**config.mk**
```make
export PLATFORM = sky130hd
export DESIGN_NAME = pid_identify
export DESIGN_NICKNAME = d
export VERILOG_FILES = /design/src/pid_pkg.sv /design/src/pid_identify.sv
export SDC_FILE = /design/constraint.sdc
export NUM_CORES = 1
export LEC_CHECK = 0
export ABC_AREA = 1
export BUFFER_PORTS_ARGS = -buffer_cell sky130_fd_sc_hd__buf_2
export CELL_PAD_IN_SITES_DETAIL_PLACEMENT = 0
export CELL_PAD_IN_SITES_GLOBAL_PLACEMENT = 1
export CORE_AREA = 5 5 160 162
export CTS_BUF_LIST = sky130_fd_sc_hd__clkbuf_4 sky130_fd_sc_hd__clkbuf_8
export DETAILED_ROUTE_END_ITERATION = 7
export DIE_AREA = 0 0 165 167
export PLACE_DENSITY = 0.85
export SLEW_MARGIN = 20
export SYNTH_ARGS = -nofsm -noshare
export SYNTH_HDL_FRONTEND = slang
export SYNTH_SLANG_ARGS = --single-unit
export TNS_END_PERCENT = 10
```
**constraint.sdc**
```tcl
create_clock -name clk_i -period 1.9 [get_ports clk_i]
set_input_delay 0.38 -clock clk_i [delete_from_list [all_inputs] [get_ports clk_i]]
set_output_delay 0.38 -clock clk_i [all_outputs]
set_load 0.02 [all_outputs]
```
**src/pid_pkg.sv**
```systemverilog
// Constants, field positions and carrier types for the packet identify data block.
// Assumes a 20 MHz system clock and a classic Wishbone register port.
package pid_pkg;

  // ---------------------------------------------------------------------------
  // Register byte offsets
  // ---------------------------------------------------------------------------
  localparam logic [7:0] REG_GENCFG  = 8'h00;
  localparam logic [7:0] REG_CAP     = 8'h04;
  localparam logic [7:0] REG_RELTIME = 8'h08;
  localparam logic [7:0] REG_BCZ     = 8'h0C;
  localparam logic [7:0] REG_STATUS  = 8'h10;

  // ---------------------------------------------------------------------------
  // Reset values
  // ---------------------------------------------------------------------------
  localparam logic [15:0] RST_GENCFG  = 16'h8000;
  localparam logic [8:0]  RST_CAP     = 9'h000;
  localparam logic [15:0] RST_RELTIME = 16'h0000;
  localparam logic [15:0] RST_BCZ     = 16'h0000;

  // ---------------------------------------------------------------------------
  // Word indices of the identification data
  // ---------------------------------------------------------------------------
  localparam logic [7:0] W_GENCFG    = 8'h00;
  localparam logic [7:0] W_SPECCFG   = 8'h02;
  localparam logic [7:0] W_SERIAL_LO = 8'h0A;
  localparam logic [7:0] W_SERIAL_HI = 8'h13;
  localparam logic [7:0] W_FWREV_LO  = 8'h17;
  localparam logic [7:0] W_MODEL_HI  = 8'h2E;
  localparam logic [7:0] W_CAP       = 8'h31;
  localparam logic [7:0] W_CAP2      = 8'h32;
  localparam logic [7:0] W_VALID     = 8'h35;
  localparam logic [7:0] W_TIME_LO   = 8'h3F;
  localparam logic [7:0] W_TIME_HI   = 8'h44;
  localparam logic [7:0] W_PKT_REL   = 8'h47;
  localparam logic [7:0] W_SVC_REL   = 8'h48;
  localparam logic [7:0] W_QDEPTH    = 8'h4B;
  localparam logic [7:0] W_MAJOR     = 8'h50;
  localparam logic [7:0] W_MINOR     = 8'h51;
  localparam logic [7:0] W_FSUP_LO   = 8'h52;
  localparam logic [7:0] W_FSUP_HI   = 8'h54;
  localparam logic [7:0] W_FEN_LO    = 8'h55;
  localparam logic [7:0] W_FEN_HI    = 8'h57;
  localparam logic [7:0] W_UDMA_LO   = 8'h58;
  localparam logic [7:0] W_UDMA_HI   = 8'h5A;
  localparam logic [7:0] W_HWRST     = 8'h5D;
  localparam logic [7:0] W_BCZ       = 8'h7E;
  localparam logic [7:0] W_RMSN      = 8'h7F;
  localparam logic [7:0] W_SEC       = 8'h80;
  localparam logic [7:0] W_LAST      = 8'hFF;

  // ---------------------------------------------------------------------------
  // Field positions
  // ---------------------------------------------------------------------------
  localparam int CAP_FLAGS_LO   = 8;
  localparam int CAP_BIT_QUEUE  = 14;
  localparam int CAP_BIT_OVL    = 13;
  localparam int CAP_BIT_IORDY  = 11;
  localparam int CAP_REG_PIO3   = 8;
  localparam int PKT_FEAT_BIT   = 4;
  localparam int QDEPTH_MSB     = 4;
  localparam int STAT_BUSY_BIT  = 16;
  localparam int STAT_IDX_LO    = 24;

  // ---------------------------------------------------------------------------
  // Carrier types
  // ---------------------------------------------------------------------------
  typedef struct packed {
    logic [7:0]  idx;
    logic [15:0] data;
  } pid_word_s;

  typedef struct packed {
    logic        abort;
    logic [15:0] limit;
  } pid_cmdres_s;

endpackage

```
**src/pid_identify.sv**
```systemverilog
// Identification data generator for a packet-command device, with Wishbone registers.
// Assumes a mirror store of ordinary identify data answering one cycle after its address.
//
// Notes on behaviour
// Every reserved word is sent as all zeros.
// Serial number words 10 to 19 are zeros when the serial option is off.
// Word 49 bit 15 reports interleaved DMA for overlapped DMA commands.
// Word 49 bit 14 reports queuing; when set, bit 13 is forced to one.
// Word 49 bit 13 reports overlapped command operation.
// Word 49 bit 12 is the obsolete software-reset-while-busy flag.
// Word 49 bit 11 reports IORDY; forced to one with PIO mode 3 support.
// Word 49 bit 10 reports that IORDY may be turned off by set features.
// Word 49 bit 9 reports LBA translation, bit 8 reports DMA.
// Word 71 holds the packet-to-bus-release time in microseconds.
// Word 72 holds the service-to-bus-release time in microseconds.
// Word 75 carries only bits 4 to 0, as in ordinary identify data.
// Words 82 to 84 are mirrored, word 82 bit 4 forced to one.
// Words 85 to 87 are mirrored, word 85 bit 4 forced to one.
// Word 126 zero and a non-zero byte count limit abort the command.
// Word 126 non-zero and a zero limit use word 126 as the limit.
// A new word 126 value is reported only after the next hardware reset.
// Listed words are copied from the ordinary identify data.
// Words 1, 3-9, 20-22 and the other listed ranges are reserved.
// The 256 words leave in ascending index order during data-in.
`timescale 1ns/1ps

module pid_identify #(
  parameter logic SERIAL_EN = 1'b1
) (
  input  wire logic                 clk_i,
  input  wire logic                 rst_i,
  input  wire logic                 hw_reset_i,
  input  wire logic                 wb_cyc_i,
  input  wire logic                 wb_stb_i,
  input  wire logic                 wb_we_i,
  input  wire logic [7:0]           wb_adr_i,
  input  wire logic [3:0]           wb_sel_i,
  input  wire logic [31:0]          wb_dat_i,
  output logic      [31:0]          wb_dat_o,
  output logic                      wb_ack_o,
  input  wire logic                 id_start_i,
  output logic      [7:0]           mirror_addr_o,
  input  wire logic [15:0]          mirror_data_i,
  output pid_pkg::pid_word_s        word_o,
  output logic                      word_valid_o,
  input  wire logic                 word_ready_i,
  output logic                      id_done_o,
  output logic                      id_busy_o,
  input  wire logic                 cmd_valid_i,
  input  wire logic [15:0]          cmd_bcl_i,
  output pid_pkg::pid_cmdres_s      cmd_res_o,
  output logic                      cmd_done_o
);
  import pid_pkg::*;

  // ---------------------------------------------------------------------------
  // Declarations
  // ---------------------------------------------------------------------------
  typedef enum logic [1:0] {
    PID_IDLE    = 2'b00,
    PID_ADDR    = 2'b01,
    PID_COMPOSE = 2'b10,
    PID_SEND    = 2'b11
  } pid_state_e;

  pid_state_e  state_ff;
  pid_state_e  nxt_state;
  logic [15:0] gencfg_ff;
  logic [8:0]  cap_ff;
  logic [15:0] pkt_rel_ff;
  logic [15:0] svc_rel_ff;
  logic [15:0] bcz_pend_ff;
  logic [15:0] bcz_act_ff;
  logic        ack_ff;
  logic [31:0] rdat_ff;
  logic [7:0]  idx_ff;
  logic [7:0]  maddr_ff;
  pid_word_s   word_ff;
  logic        wvalid_ff;
  logic        done_ff;
  logic        busy_ff;
  pid_cmdres_s cmdres_ff;
  logic        cmddone_ff;
  logic        wb_req;
  logic        wb_wr;
  logic [31:0] rd_mux;
  logic [15:0] cap_word;
  logic        is_mirror;
  logic [15:0] nxt_word;
  logic [31:0] wr_val;

  // ---------------------------------------------------------------------------
  // Byte-lane merge for register writes
  // ---------------------------------------------------------------------------
  function automatic logic [31:0] pid_merge(input logic [31:0] old_v,
                                            input logic [31:0] new_v,
                                            input logic [3:0]  sel);
    logic [31:0] res;
    res = old_v;
    for (int b = 0; b < 4; b++) begin
      if (sel[b]) begin
        res[b*8 +: 8] = new_v[b*8 +: 8];
      end
    end
    return res;
  endfunction

  // ---------------------------------------------------------------------------
  // Wishbone slave
  // ---------------------------------------------------------------------------
  // The ack comes one edge after the request; the write lands at the edge
  // where the master samples that ack.
  assign wb_req = wb_cyc_i & wb_stb_i;
  assign wb_wr  = wb_req & wb_we_i & ack_ff;
  // The byte-lane merge starts from the addressed register's current value.
  assign wr_val = pid_merge(rd_mux, wb_dat_i, wb_sel_i);

  always_ff @(posedge clk_i) begin
    if (rst_i) begin
      ack_ff <= 1'b0;
    end else begin
      ack_ff <= wb_req & ~ack_ff;
    end
  end

  always_comb begin
    rd_mux = 32'h0000_0000;
    case (wb_adr_i)
      REG_GENCFG: begin
        rd_mux[15:0] = gencfg_ff;
      end
      REG_CAP: begin
        rd_mux[8:0] = cap_ff;
      end
      REG_RELTIME: begin
        rd_mux = {svc_rel_ff, pkt_rel_ff};
      end
      REG_BCZ: begin
        rd_mux[15:0] = bcz_pend_ff;
      end
      REG_STATUS: begin
        rd_mux[15:0]                      = bcz_act_ff;
        rd_mux[STAT_BUSY_BIT]             = busy_ff;
        rd_mux[STAT_IDX_LO +: 8]          = idx_ff;
      end
      default: begin
        rd_mux = 32'h0000_0000;
      end
    endcase
  end

  always_ff @(posedge clk_i) begin
    if (rst_i) begin
      rdat_ff <= 32'h0000_0000;
    end else if (wb_req & ~wb_we_i & ~ack_ff) begin
      rdat_ff <= rd_mux;
    end
  end

  // ---------------------------------------------------------------------------
  // Configuration registers
  // ---------------------------------------------------------------------------
  always_ff @(posedge clk_i) begin
    if (rst_i) begin
      gencfg_ff <= RST_GENCFG;
    end else if (wb_wr && wb_adr_i == REG_GENCFG) begin
      gencfg_ff <= wr_val[15:0];
    end
  end

  always_ff @(posedge clk_i) begin
    if (rst_i) begin
      cap_ff <= RST_CAP;
    end else if (wb_wr && wb_adr_i == REG_CAP) begin
      cap_ff <= wr_val[8:0];
    end
  end

  always_ff @(posedge clk_i) begin
    if (rst_i) begin
      pkt_rel_ff <= RST_RELTIME;
      svc_rel_ff <= RST_RELTIME;
    end else if (wb_wr && wb_adr_i == REG_RELTIME) begin
      pkt_rel_ff <= wr_val[15:0];
      svc_rel_ff <= wr_val[31:16];
    end
  end

  // ---------------------------------------------------------------------------
  // Byte-count-zero value
  // ---------------------------------------------------------------------------
  // Software stages a new value; the reported value follows it only on a
  // hardware reset event, so it stays fixed between such events.
  always_ff @(posedge clk_i) begin
    if (rst_i) begin
      bcz_pend_ff <= RST_BCZ;
    end else if (wb_wr && wb_adr_i == REG_BCZ) begin
      bcz_pend_ff <= wr_val[15:0];
    end
  end

  always_ff @(posedge clk_i) begin
    if (rst_i) begin
      bcz_act_ff <= RST_BCZ;
    end else if (hw_reset_i) begin
      bcz_act_ff <= bcz_pend_ff;
    end
  end

  // ---------------------------------------------------------------------------
  // Byte count limit check
  // ---------------------------------------------------------------------------
  always_ff @(posedge clk_i) begin
    if (rst_i) begin
      cmdres_ff  <= '0;
      cmddone_ff <= 1'b0;
    end else begin
      cmddone_ff <= cmd_valid_i;
      if (cmd_valid_i) begin
        if (bcz_act_ff == 16'h0000 && cmd_bcl_i != 16'h0000) begin
          cmdres_ff.abort <= 1'b1;
          cmdres_ff.limit <= cmd_bcl_i;
        end else if (bcz_act_ff != 16'h0000 && cmd_bcl_i == 16'h0000) begin
          cmdres_ff.abort <= 1'b0;
          cmdres_ff.limit <= bcz_act_ff;
        end else begin
          cmdres_ff.abort <= 1'b0;
          cmdres_ff.limit <= cmd_bcl_i;
        end
      end
    end
  end

  // ---------------------------------------------------------------------------
  // Word content
  // ---------------------------------------------------------------------------
  always_comb begin
    cap_word = 16'h0000;
    cap_word[15:CAP_FLAGS_LO] = cap_ff[7:0];
    if (cap_ff[CAP_BIT_QUEUE - CAP_FLAGS_LO]) begin
      cap_word[CAP_BIT_OVL] = 1'b1;
    end
    if (cap_ff[CAP_REG_PIO3]) begin
      cap_word[CAP_BIT_IORDY] = 1'b1;
    end
  end

  always_comb begin
    is_mirror = (idx_ff == W_SPECCFG)
             || (idx_ff >= W_FWREV_LO && idx_ff <= W_MODEL_HI)
             || (idx_ff == W_CAP2)
             || (idx_ff == W_VALID)
             || (idx_ff >= W_TIME_LO && idx_ff <= W_TIME_HI)
             || (idx_ff == W_MAJOR)
             || (idx_ff == W_MINOR)
             || (idx_ff >= W_UDMA_LO && idx_ff <= W_UDMA_HI)
             || (idx_ff == W_HWRST)
             || (idx_ff == W_RMSN)
             || (idx_ff == W_SEC)
             || (idx_ff == W_LAST);
  end

  always_comb begin
    nxt_word = 16'h0000;
    if (idx_ff == W_GENCFG) begin
      nxt_word = gencfg_ff;
    end else if (idx_ff >= W_SERIAL_LO && idx_ff <= W_SERIAL_HI) begin
      nxt_word = SERIAL_EN ? mirror_data_i : 16'h0000;
    end else if (idx_ff == W_CAP) begin
      nxt_word = cap_word;
    end else if (idx_ff == W_PKT_REL) begin
      nxt_word = pkt_rel_ff;
    end else if (idx_ff == W_SVC_REL) begin
      nxt_word = svc_rel_ff;
    end else if (idx_ff == W_QDEPTH) begin
      nxt_word[QDEPTH_MSB:0] = mirror_data_i[QDEPTH_MSB:0];
    end else if (idx_ff >= W_FSUP_LO && idx_ff <= W_FSUP_HI) begin
      nxt_word = mirror_data_i;
      if (idx_ff == W_FSUP_LO) begin
        nxt_word[PKT_FEAT_BIT] = 1'b1;
      end
    end else if (idx_ff >= W_FEN_LO && idx_ff <= W_FEN_HI) begin
      nxt_word = mirror_data_i;
      if (idx_ff == W_FEN_LO) begin
        nxt_word[PKT_FEAT_BIT] = 1'b1;
      end
    end else if (idx_ff == W_BCZ) begin
      nxt_word = bcz_act_ff;
    end else if (is_mirror) begin
      nxt_word = mirror_data_i;
    end
  end

  // ---------------------------------------------------------------------------
  // Transfer sequencer
  // ---------------------------------------------------------------------------
  always_comb begin
    nxt_state = state_ff;
    case (state_ff)
      PID_IDLE: begin
        if (id_start_i) begin
          nxt_state = PID_ADDR;
        end
      end
      PID_ADDR: begin
        nxt_state = PID_COMPOSE;
      end
      PID_COMPOSE: begin
        nxt_state = PID_SEND;
      end
      PID_SEND: begin
        if (word_ready_i) begin
          nxt_state = (idx_ff == W_LAST) ? PID_IDLE : PID_ADDR;
        end
      end
      default: begin
        nxt_state = PID_IDLE;
      end
    endcase
  end

  always_ff @(posedge clk_i) begin
    if (rst_i) begin
      state_ff <= PID_IDLE;
    end else begin
      state_ff <= nxt_state;
    end
  end

  always_ff @(posedge clk_i) begin
    if (rst_i) begin
      idx_ff   <= 8'h00;
      maddr_ff <= 8'h00;
    end else if (state_ff == PID_IDLE && id_start_i) begin
      idx_ff   <= 8'h00;
      maddr_ff <= 8'h00;
    end else if (state_ff == PID_SEND && word_ready_i && idx_ff != W_LAST) begin
      idx_ff   <= idx_ff + 8'h01;
      maddr_ff <= idx_ff + 8'h01;
    end
  end

  always_ff @(posedge clk_i) begin
    if (rst_i) begin
      word_ff   <= '0;
      wvalid_ff <= 1'b0;
    end else if (state_ff == PID_COMPOSE) begin
      word_ff.idx  <= idx_ff;
      word_ff.data <= nxt_word;
      wvalid_ff    <= 1'b1;
    end else if (state_ff == PID_SEND && word_ready_i) begin
      wvalid_ff <= 1'b0;
    end
  end

  always_ff @(posedge clk_i) begin
    if (rst_i) begin
      done_ff <= 1'b0;
      busy_ff <= 1'b0;
    end else begin
      done_ff <= (state_ff == PID_SEND) && word_ready_i && (idx_ff == W_LAST);
      busy_ff <= (nxt_state != PID_IDLE);
    end
  end

  // ---------------------------------------------------------------------------
  // Outputs
  // ---------------------------------------------------------------------------
  assign wb_ack_o      = ack_ff;
  assign wb_dat_o      = rdat_ff;
  assign mirror_addr_o = maddr_ff;
  assign word_o        = word_ff;
  assign word_valid_o  = wvalid_ff;
  assign id_done_o     = done_ff;
  assign id_busy_o     = busy_ff;
  assign cmd_res_o     = cmdres_ff;
  assign cmd_done_o    = cmddone_ff;

endmodule

```
==> results.yml, run 1 <==
outcome:
  status: "finished with violations"
  violations: "negative setup slack"
timing:
  max_freq_mhz: 471.7
  worst_hold_margin_ns: 0.1737
  final-setup-viol-count: 16
  finalWorstPathRequiredPeriod_ns: 2.120
  postLayoutSetupSlackWorst_ns: -0.2200
  final_hold_viol_count: 0
  clock-skew-final_ns: 0.01338
  final_min_period_over_clock_period_pct: 111.6
  actual_transition_at_the_worst_max_transition_pin_ns: 0.8223
  setup_repair_after_global_routing_missed_its_margin: "yes"
  slew_headroom_pct: 45.12
  slew_viols_final: 0
final_layout:
  syn2layout_area_growth_pct: 31.68
  utilization_after_layout_pct: 47.97
  layout.filler_cells: 2487
  drive_above_1_share_pct: 27.51
  instances_no_fill: 1877
  finish.net_count: 1629
  sequential_cell_area_um2: 3563
  multiInputGateArea_um2: 4394
synthesis:
  synth_largest_area_cell: "sky130_fd_sc_hd__dfxtp_1"
  yosysWarningCount: 0
  synth_async_sr_flop_share_pct: 0
  ys_seq_elements: 177
  syn-mean-instance-area_um2: 6.874
  synth.top_cells.by_area: "sky130_fd_sc_hd__dfxtp_1 (41%), sky130_fd_sc_hd__nand2_1 (9.7%), sky130_fd_sc_hd__a21oi_1 (8.1%)"
  post-synth-top-area-fraction_pct: 40.59
  cell_area_after_synthesis_um2: 8730
  commonest_register_cell_after_synthesis: "sky130_fd_sc_hd__dfxtp_1"
  synth_cell_types: 46
  synthesis.instances: 1270
  synth_seq_area_share_pct: 40.59
  post_synth_edffs: 0
  synthesis.nets: 1360
grt:
  initial_antenna_violation_count: 1
  gr-total-overflow: 0
  first_global_vias: 9078
  global_route.usage.total_pct: 23.66
  grt_max_degree: 76
  grt_first_pass_wirelength_um: 50800
routing:
  routed_via_density: 5.112
  detail_route.wirelength_um: 33210
  drt.antenna.violating_nets: 0
  met2_length_um: 14520
  wire_length_on_met1_um: 15210
  drt_pass_1_iters: 5
  via_total_after_detailed_routing: 9595
  drc_errors: 0
  met3WireLength_um: 2722
  routedWlPerCell_um: 17.69
  routed.top_layer: "met4"
  drt-initial-drc-count: 1071
clock_network:
  cts_tree: "done"
  cts_root_buffer: "sky130_fd_sc_hd__clkbuf_8"
  cts_max_level: 4
  cts-root-to-sink-buffers: 2
  clock_sink_count: 177
  insertion_delay_ns: 0.47
  numCtsBuffers: 17
  clkSlewWorstSetupHoldPaths_ns: 0.10
  cts_hold_repair.buffers: 0
critical_path:
  r2r_cells: 15
  critical_path.max_stage_delay_ns: 0.42
  critPathTopFamily: "simple AND/OR/NAND/NOR gates"
  critical_path.endpoint_type: "flop"
  crit_path_cell_trace: "inv_6 > ha_4 > inv_2 > buf_4 > buf_4 > nor2_1 > nand2_1 > inv_1 > nor2_1 > inv_2 > a21oi_1 > nand2_1 > nand2_1 > nand2_1 > a21oi_1"
  type_of_origin_of_the_critical_path: "flop"
  slowest_library_cell_on_the_worst_path: "sky130_fd_sc_hd__dfxtp_4"
  critical_path.most_common_cell: "sky130_fd_sc_hd__nand2_1"
  rr_startpoint: "mirror_addr_o[1]$_SDFFE_PP0P_"
  cp_data_arrival_time_ns: 2.52
  worst-path-max-fanout: 13
  category_of_the_critical_setup_timing_path: "reg2reg"
  crit_buf_inv: 6
  path_depth: 15
  cp.required_ns: 2.30
  crit_start: "mirror_addr_o[1]$_SDFFE_PP0P_"
placed_design:
  post-place-cells: 1841
  placement.setup.worst_slack_ns: -0.4800
  placement.io_buffers: 170
  gpl.final_weighted_congestion: 0.9532
  dp_hpwl_um: 25810
power_and_ir_drop:
  clock_power_share_pct: 35.4
  power.combinational.fraction_pct: 11.1
  internal_power_uw: 5185
  cellPowerDensity_nw_per_um2: 629.9
  max-vdd-ir-drop_uv: 379.4
  power_frac_seq_pct: 53.5
  p_leak_uw: 0.005247
  net_switching_component_of_the_power_uw: 2055
  power.switching_fraction_pct: 28.39
die:
  initial_utilization_pct: 36.43
  die_x_um: 165
  die-area_um2: 27560
  ios: 171
  core_region_area_um2: 23960
  rows: 57
  die_height_um: 167
min_path:
  hold_path.class: "in2reg"
  min_from: "rst_i"
  min_path_cells: 2
flow_run:
  drv_cap: 0
-- synthesized netlist by cell type (2+ instances only) --
| master | instances |
|---|---|
| sky130_fd_sc_hd__nor2_2 | 6 |
| sky130_fd_sc_hd__ha_1 | 5 |
| sky130_fd_sc_hd__o21ai_1 | 11 |
| sky130_fd_sc_hd__inv_2 | 13 |
| sky130_fd_sc_hd__nor3_2 | 2 |
| sky130_fd_sc_hd__nor3_1 | 7 |
| sky130_fd_sc_hd__nor2_1 | 136 |
| sky130_fd_sc_hd__a21oi_1 | 141 |
| sky130_fd_sc_hd__a31oi_1 | 3 |
| sky130_fd_sc_hd__o22ai_1 | 16 |
| sky130_fd_sc_hd__o211ai_1 | 22 |
| sky130_fd_sc_hd__nand4_1 | 11 |
| sky130_fd_sc_hd__buf_1 | 5 |
| sky130_fd_sc_hd__buf_4 | 2 |
| sky130_fd_sc_hd__a221oi_1 | 34 |
| sky130_fd_sc_hd__o21ai_0 | 140 |
| sky130_fd_sc_hd__o2111ai_1 | 9 |
| sky130_fd_sc_hd__clkbuf_1 | 50 |
| sky130_fd_sc_hd__clkinv_1 | 2 |
| sky130_fd_sc_hd__mux2i_1 | 6 |
| sky130_fd_sc_hd__nor4_1 | 5 |
| sky130_fd_sc_hd__inv_1 | 158 |
| sky130_fd_sc_hd__nand2_2 | 6 |
| sky130_fd_sc_hd__nand2_1 | 226 |
| sky130_fd_sc_hd__dfxtp_1 | 177 |
| sky130_fd_sc_hd__buf_2 | 13 |
| sky130_fd_sc_hd__nand3_1 | 45 |
-- flip-flops by register name (all words and copies together), names as in the netlist --
register	flops
bcz_pend_ff	16
id_busy_o	1
gencfg_ff	16
wb_dat_o	32
pkt_rel_ff	16
svc_rel_ff	16
state_ff	2
bcz_act_ff	16
id_done_o	1
cmd_res_o	17
cap_ff	9
mirror_addr_o	8
word_o	24
word_valid_o	1
wb_ack_o	1
cmd_done_o	1
-- logic make-up (layout without fill, tap and decap cells) --
kind of cell	count (synthesis)	in the layout	share of synthesized area [%]
AO/OA/AOI/OAI	382	382	24.93
multiplexers	6	6	0.6880
flip-flops	177	177	40.59
AND/OR/NAND/NOR	454	454	22.07
XOR/XNOR	1	1	0.1003
buffers and inverters	245	527	10.91
other	0	1	0
adder cells (fa/ha/maj)	5	5	0.7166
-- cell type report --
type	instances	area share (%)
Multi-Input combinational cell	848	38.23
Inverter	174	5.780
Tap cell	324	3.527
Sequential cell	177	31.00
Antenna cell	1	0.02177
Clock inverter	9	0.6313
Timing Repair Buffer	321	18.17
Clock buffer	23	2.645
-- metrics by stage --
stage | TNS, ns | power (uW) | cell area, um^2
detailed placement | -24.19 | 4751 | 10940
global route | -4.723 | 7533 | 11490
global placement | -22.30 | 4747 | 10940
finish | -2.039 | 7240 | 11490
CTS | -1.244 | 7287 | 11410
floorplan | -0.009474 | 4381 | 8773
-- power by group through the flow --
stage	logic, uW	clock network [uW]	registers [uW]
after floorplan	327	0	4050
after global placement	786	0	3960
after detailed placement	788	0	3960
after CTS	794	2620	3870
after global routing	878	2770	3890
final	802	2560	3880
-- worst paths after layout --
kind | to | slack [ns]
max | word_o[0]$_SDFFE_PP0P_ | -0.22
min | cmd_done_o$_SDFF_PP0_ | 0.17
max reg2reg | word_o[0]$_SDFFE_PP0P_ | -0.22
min reg2reg | word_o[6]$_SDFFE_PP0P_ | 0.47
-- metal layers --
metal,up-vias,track usage [%]
met2,399,35.69
met4,0,7.486
met1,4393,33.80
met3,37,4.844
li1,4766,-
met5,-,0
-- timing repair --
action,4_1_cts,5_1_grt
hold endpoints to repair,0,0
endpoints found under the setup margin,16,44
buffers inserted,1,2
pin swaps,3,14
gates resized for setup,19,19
cloned,0,0
-- cells in the final DEF (no fill, tap or decap), drive strengths merged, types with 7 or more instances in the layout --
cell type and n:
a21oi 142, a221oi 34, buf 321, clkbuf 23, clkinv 8, dfxtp 177
inv 174, nand2 233, nand3 46, nand4 11, nor2 143, nor3 10
nor4 7, o2111ai 9, o211ai 22, o21ai 152, o22ai 16
No activity file was read; power rests on OpenSTA's default activity.
==> inputs of run 2 (changes only) <==
--- a/config.mk
+++ b/config.mk
@@ -9,11 +9,10 @@
 export BUFFER_PORTS_ARGS = -buffer_cell sky130_fd_sc_hd__buf_2
 export CELL_PAD_IN_SITES_DETAIL_PLACEMENT = 0
 export CELL_PAD_IN_SITES_GLOBAL_PLACEMENT = 1
-export CORE_AREA = 5 5 160 162
-export CTS_BUF_LIST = sky130_fd_sc_hd__clkbuf_4 sky130_fd_sc_hd__clkbuf_8
+export CORE_AREA = 5 5 164 166
 export DETAILED_ROUTE_END_ITERATION = 7
-export DIE_AREA = 0 0 165 167
-export PLACE_DENSITY = 0.85
+export DIE_AREA = 0 0 169 171
+export PLACE_DENSITY = 0.82
 export SLEW_MARGIN = 20
 export SYNTH_ARGS = -nofsm -noshare
 export SYNTH_HDL_FRONTEND = slang
==> run 2 against run 1 <==
Against the previous run:
- the flow still finishes with violations (negative setup slack)
- non-clock buffer count rose by 3
- hold slack better by 0.028 ns
- maximum frequency is 0.47% higher
- clock skew up 0.0052 ns
- cell count is 0.80% higher
- sequential share of layout area decreased by 1.1 points
- clock power increased by 46%
- core utilization decreased by 1.2 points
- via count rose by 0.84%
- die area rose by 4.9%
- sequential cell count did not move
- global-route usage is 0.56 points lower
- largest power group unchanged
- highest routed layer unchanged
==> results.yml, run 2 (same netlist as run 1, synthesis figures left out) <==
outcome:
  status: "finished with violations"
  violations: "negative setup slack"
final_layout:
  syn2layout_area_growth_pct: 36.42
  finish.net_count: 1633
  utilization_after_layout_pct: 46.76
  layout.cells.most_common: "sky130_fd_sc_hd__nand2_1"
  largest_reg_flops: 32
  drive_above_1_share_pct: 29.31
  postLayoutCellArea_um2: 11910
  layout.cells.most_common_list: "sky130_fd_sc_hd__nand2_1 (211), sky130_fd_sc_hd__buf_2 (170), sky130_fd_sc_hd__dfxtp_1 (169), sky130_fd_sc_hd__inv_1 (151), sky130_fd_sc_hd__buf_4 (141)"
critical_path:
  cp_data_arrival_time_ns: 2.43
  cp.required_ns: 2.22
  critPathTopFamily: "simple AND/OR/NAND/NOR gates"
  slowest_library_cell_on_the_worst_path: "sky130_fd_sc_hd__dfxtp_4"
  critical_path.max_stage_delay_ns: 0.38
  type_of_origin_of_the_critical_path: "flop"
  critical_path.endpoint_type: "flop"
  category_of_the_critical_setup_timing_path: "reg2reg"
  crit_path_cell_trace: "buf_6 > ha_4 > buf_6 > nand2_2 > nor2_2 > a21oi_2 > nand2_1 > nand2_1 > nand3_2 > nand2_4 > nand2_4 > nand2_1 > nand3b_1 > nand2_1 > nand4_1 > nand2_1 > a21oi_1"
  critical_path.most_common_cell: "sky130_fd_sc_hd__nand2_1"
  crit_buf_inv: 2
  ff2ff_setup_slack_ns: -0.21
  worst-path-max-fanout: 6
routing:
  detail_route.wirelength_um: 33830
  routed_via_density: 5.114
  routedWlPerCell_um: 17.88
  drc_errors: 0
  via_total_after_detailed_routing: 9676
  drt.antenna.violating_nets: 0
  drt-initial-drc-count: 930
  drt_pass_1_iters: 6
timing:
  finalWorstPathRequiredPeriod_ns: 2.110
  postLayoutSetupSlackWorst_ns: -0.2101
  worst_hold_margin_ns: 0.2017
  setup_repair_after_global_routing_missed_its_margin: "yes"
  max_freq_mhz: 473.9
  clock-skew-final_ns: 0.01861
  final_min_period_over_clock_period_pct: 111.1
  final-setup-viol-count: 16
  final_hold_viol_count: 0
  slew_viols_final: 0
  slew_headroom_pct: 41.44
  actual_transition_at_the_worst_max_transition_pin_ns: 0.8774
flow_run:
  drv_cap: 0
die:
  die-area_um2: 28900
  ios: 171
  die_height_um: 171
  rows: 59
  core_region_area_um2: 25470
  die_x_um: 169
  initial_utilization_pct: 34.28
power_and_ir_drop:
  max-vdd-ir-drop_uv: 481.9
  p_leak_uw: 0.005412
  cellPowerDensity_nw_per_um2: 708.7
  report.power.total_uw: 8440
grt:
  global_route.usage.total_pct: 23.10
  gr-total-overflow: 0
  grt_first_pass_wirelength_um: 52410
  initial_antenna_violation_count: 1
  first_global_vias: 9289
  grt_max_degree: 76
placed_design:
  placement.io_buffers: 170
  dpl_cell_area_um2: 11010
  gpl.final_weighted_congestion: 0.9389
  dp_hpwl_um: 26110
  placement.setup.worst_slack_ns: -0.6435
min_path:
  hold_path.class: "in2reg"
clock_network:
  cts-root-to-sink-buffers: 2
  clkSlewWorstSetupHoldPaths_ns: 0.08
  clock_sink_count: 177
  cts_max_level: 4
  cts_root_buffer: "sky130_fd_sc_hd__clkbuf_16"
  cts_tree: "done"
  cts_hold_repair.buffers: 0
  insertion_delay_ns: 0.45
  numCtsBuffers: 17
==> run 2: cell count changes in the layout (fill, tap and decap cells not counted), moves of 4 or more <==
cell	change
sky130_fd_sc_hd__clkbuf_8	-21
sky130_fd_sc_hd__nor2_1	-4
sky130_fd_sc_hd__clkbuf_16	+17
sky130_fd_sc_hd__nand2_2	+12
sky130_fd_sc_hd__nand2_1	-12
==> run 2: per-stage QoR <==
step | std cells | TNS (ns)
3_3_place_gp | 1854 | -25.54
6_report | 1892 | -2.523
3_5_place_dp | 1854 | -29.00
5_1_grt | 1892 | -4.898
4_1_cts | 1890 | -1.655
2_1_floorplan | 1270 | -0.009474
==> run 2: final timing paths <==
kind / end / depth (start not counted) / start
hold reg to reg: word_o[3]$_SDFFE_PP0P_ / 2 / word_o[3]$_SDFFE_PP0P_
hold / removal: cmd_done_o$_SDFF_PP0_ / 2 / rst_i
setup / recovery: word_o[13]$_SDFFE_PP0P_ / 17 / mirror_addr_o[0]$_SDFFE_PP0P_
setup reg to reg: word_o[13]$_SDFFE_PP0P_ / 17 / mirror_addr_o[0]$_SDFFE_PP0P_
==> run 2: power by group <==
part           internal, uW  total [uW]  switching (uW)  leakage, uW
clock                  2010        3730            1730     0.000296
combinational           294         831             538      0.00367
sequential             3810        3880            68.0      0.00144
total                  6110        8440            2330      0.00541
==> run 2: cell type report <==
class,count,area [um^2]
Inverter,174,664.4
Timing Repair Buffer,324,2152
Multi-Input combinational cell,849,4491
Clock inverter,15,193.9
Tap cell,335,419.2
Sequential cell,177,3561
Antenna cell,1,2.502
Clock buffer,17,425.4
Fill cell,2596,13560
==> run 2: layer usage <==
metal | GRT usage (%) | part of all wire, % | vias to the layer above
li1 | - | - | 4784
met4 | 6.405 | 2.0 | 0
met5 | 0 | 0 | -
met1 | 32.21 | 44 | 4432
met3 | 3.928 | 8.6 | 50
met2 | 37.08 | 45 | 410
==> run 2: timing repair <==
action,CTS,global route
gates cloned,1,0
gates resized for setup,31,34
setup buffers,3,1
pin swaps,10,14
setup endpoints to repair,24,52
==> inputs of run 3 (changes only) <==
--- a/config.mk
+++ b/config.mk
@@ -5,14 +5,13 @@
 export SDC_FILE = /design/constraint.sdc
 export NUM_CORES = 1
 export LEC_CHECK = 0
-export ABC_AREA = 1
 export BUFFER_PORTS_ARGS = -buffer_cell sky130_fd_sc_hd__buf_2
 export CELL_PAD_IN_SITES_DETAIL_PLACEMENT = 0
 export CELL_PAD_IN_SITES_GLOBAL_PLACEMENT = 1
-export CORE_AREA = 5 5 164 166
+export CORE_AREA = 5 5 159 161
 export DETAILED_ROUTE_END_ITERATION = 7
-export DIE_AREA = 0 0 169 171
-export PLACE_DENSITY = 0.82
+export DIE_AREA = 0 0 164 166
+export PLACE_DENSITY = 0.83
 export SLEW_MARGIN = 20
 export SYNTH_ARGS = -nofsm -noshare
 export SYNTH_HDL_FRONTEND = slang
==> run 3 against run 2 <==
Against the previous run:
- the run still ends with negative setup slack left
- non-clock buffer count is 35 higher
- clock power is 13% lower
- sequential power is 2% lower
- critical path depth is 9 lower
- count of clock-buffer cells in the layout is 3 higher
- die area is 5.8% lower
- cell count is 11% lower
- synthesized cell count is 16% lower
==> results.yml, run 3 <==
clock_network:
  insertion_delay_ns: 0.43
  cts-root-to-sink-buffers: 2
  numCtsBuffers: 17
  cts_tree: "done"
  clock_sink_count: 177
  cts_max_level: 4
  cts_root_buffer: "sky130_fd_sc_hd__clkbuf_16"
  clkSlewWorstSetupHoldPaths_ns: 0.07
  cts_hold_repair.buffers: 0
critical_path:
  critPathTopFamily: "compound AO/OA/AOI/OAI gates"
  slowest_library_cell_on_the_worst_path: "sky130_fd_sc_hd__nor4b_4"
  crit_buf_inv: 2
  cp.required_ns: 2.21
  crit_path_cell_trace: "nor4b_4 > buf_4 > nand4b_1 > buf_6 > a2bb2oi_1 > a221oi_2 > a2bb2oi_2 > o31ai_2"
  cp_data_arrival_time_ns: 2.39
  worst-path-max-fanout: 8
  critical_path.endpoint_type: "flop"
  critical_path.max_stage_delay_ns: 0.38
  category_of_the_critical_setup_timing_path: "reg2reg"
  type_of_origin_of_the_critical_path: "flop"
routing:
  drt.antenna.violating_nets: 0
  via_total_after_detailed_routing: 9213
  drc_errors: 0
  detail_route.wirelength_um: 31880
  drt_pass_1_iters: 6
  routed_via_density: 5.451
  routedWlPerCell_um: 18.86
  drt-initial-drc-count: 904
grt:
  grt_first_pass_wirelength_um: 49160
  use_met3_pct: 3.723
  use_met1_pct: 31.72
  use_met2_pct: 35.47
  initial_antenna_violation_count: 1
  first_global_vias: 8825
  gr-total-overflow: 0
  grt.busiest_layer: "met2"
  grt_max_degree: 61
  global_route.usage.total_pct: 22.89
outcome:
  violations: "negative setup slack"
  status: "finished with violations"
die:
  initial_utilization_pct: 36.32
  rows: 57
  die-area_um2: 27220
  core_region_area_um2: 23820
  ios: 171
  die_x_um: 164
  die_height_um: 166
final_layout:
  layout.cells.most_common_list: "sky130_fd_sc_hd__dfxtp_1 (169), sky130_fd_sc_hd__buf_2 (169), sky130_fd_sc_hd__buf_4 (168), sky130_fd_sc_hd__nand2_1 (158), sky130_fd_sc_hd__nor2_1 (137)"
  drive_above_1_share_pct: 36.63
  syn2layout_area_growth_pct: 39.83
  largest_reg_flops: 32
  instances_no_fill: 1690
  finish.net_count: 1442
synthesis:
  synth_seq_area_share_pct: 40.96
  synth_async_sr_flop_share_pct: 0
  yosysMostFrequentCell: "sky130_fd_sc_hd__dfxtp_1"
  synthesis.instances: 1065
  ys_seq_elements: 177
  synth.cells.most_frequent: "sky130_fd_sc_hd__dfxtp_1 (177), sky130_fd_sc_hd__nand2_1 (162), sky130_fd_sc_hd__nor2_1 (140), sky130_fd_sc_hd__a21oi_1 (102), sky130_fd_sc_hd__clkbuf_1 (72)"
  synth_largest_area_cell: "sky130_fd_sc_hd__dfxtp_1"
  post-synth-top-area-fraction_pct: 40.96
  syn-mean-instance-area_um2: 8.123
  synthesis.nets: 1155
  yosysWarningCount: 0
  commonest_register_cell_after_synthesis: "sky130_fd_sc_hd__dfxtp_1"
  synth_cell_types: 64
  synth.top_cells.by_area: "sky130_fd_sc_hd__dfxtp_1 (41%), sky130_fd_sc_hd__nand2_1 (7.0%), sky130_fd_sc_hd__nor2_1 (6.1%)"
  cell_area_after_synthesis_um2: 8651
  post_synth_edffs: 0
timing:
  worst_hold_margin_ns: 0.2050
  actual_transition_at_the_worst_max_transition_pin_ns: 0.9476
  slew_headroom_pct: 36.59
  finalWorstPathRequiredPeriod_ns: 2.081
  final_min_period_over_clock_period_pct: 109.5
  clock-skew-final_ns: 0.009389
  max_freq_mhz: 480.5
  final-setup-viol-count: 19
  postLayoutSetupSlackWorst_ns: -0.1813
  setup_repair_after_global_routing_missed_its_margin: "yes"
  slew_viols_final: 0
  final_hold_viol_count: 0
placed_design:
  placement.io_buffers: 170
  dp_hpwl_um: 24160
  post-place-cells: 1647
  gpl.final_weighted_congestion: 0.9648
power_and_ir_drop:
  cellPowerDensity_nw_per_um2: 643.4
  max-vdd-ir-drop_uv: 457.7
  p_leak_uw: 0.004947
flow_run:
  drv_cap: 0
min_path:
  hold_path.class: "in2reg"
[run 3: cell type report]
cell class / count / area, um^2
Antenna cell: 1 / 2.502
Clock buffer: 20 / 446.7
Clock inverter: 12 / 86.33
Fill cell: 2336 / 11720
Inverter: 4 / 25.02
Multi-Input combinational cell: 793 / 5115
Sequential cell: 177 / 3573
Tap cell: 324 / 405.4
Timing Repair Buffer: 359 / 2442
[run 3: logic make-up after synthesis]
kind of cell,after synthesis,share of synthesized area (%)
fa+ha+maj,5,0.7232
xor+xnor,7,0.7087
buf+inv,95,4.657
compound gates,307,23.47
mux,54,7.564
flops,177,40.96
simple gates,420,21.91
[run 3: path summary, 6_finish.rpt]
check / from / to / slack [ns] / cells after the start
min: wb_dat_i[20] / svc_rel_ff[4]$_SDFFE_PP0P_ / 0.21 / 3
max reg2reg: mirror_addr_o[4]$_SDFFE_PP0P_ / word_o[15]$_SDFFE_PP0P_ / -0.18 / 8
min reg2reg: word_o[20]$_SDFFE_PP0P_ / word_o[20]$_SDFFE_PP0P_ / 0.45 / 2
max: mirror_addr_o[4]$_SDFFE_PP0P_ / word_o[15]$_SDFFE_PP0P_ / -0.18 / 8
[run 3: stage by stage]
stage / utilization, % / setup TNS [ns] / area (um^2) / total power [uW] / worst slack, ns
2_1_floorplan: - / -28.40 / 8841 / 4251 / -0.4749
3_3_place_gp: 46.63 / -39.41 / 11110 / 4582 / -0.4254
3_5_place_dp: 46.63 / -43.54 / 11110 / 4591 / -0.4545
4_1_cts: 49.64 / -1.709 / 11820 / 7809 / -0.1245
5_1_grt: 50.78 / -4.541 / 12100 / 8051 / -0.2522
6_report: 50.78 / -2.058 / 12100 / 7783 / -0.1813
[run 3: report_power, final]
| group | internal, uW | total [uW] | switching [uW] |
|---|---|---|---|
| clock | 1710 | 3260 | 1540 |
| combinational | 289 | 736 | 447 |
| sequential | 3750 | 3790 | 38.1 |
[run 3: per-layer routing]
metal  share of wire [%]  vias to the layer above
li1                    -                     4441
met1                  45                     4405
met2                  45                      307
met3                 6.2                       60
met4                 3.3                        0
met5                   0                        -
[run 3: worst reg2reg max path: cells and delay by family (launching register included)]
family,cells,cell delay [ns]
and+or+nand+nor,2,0.55
DFF,1,0.36
buffers and inverters,2,0.38
AOI/OAI and AO/OA,4,0.67
[run 3: what timing repair did]
item / in CTS / in global routing
hold endpoints to repair: 0 / 0
gates resized for setup: 42 / 54
pin swaps: 21 / 30
endpoints found under the setup margin: 35 / 84
buffers inserted: 3 / 8
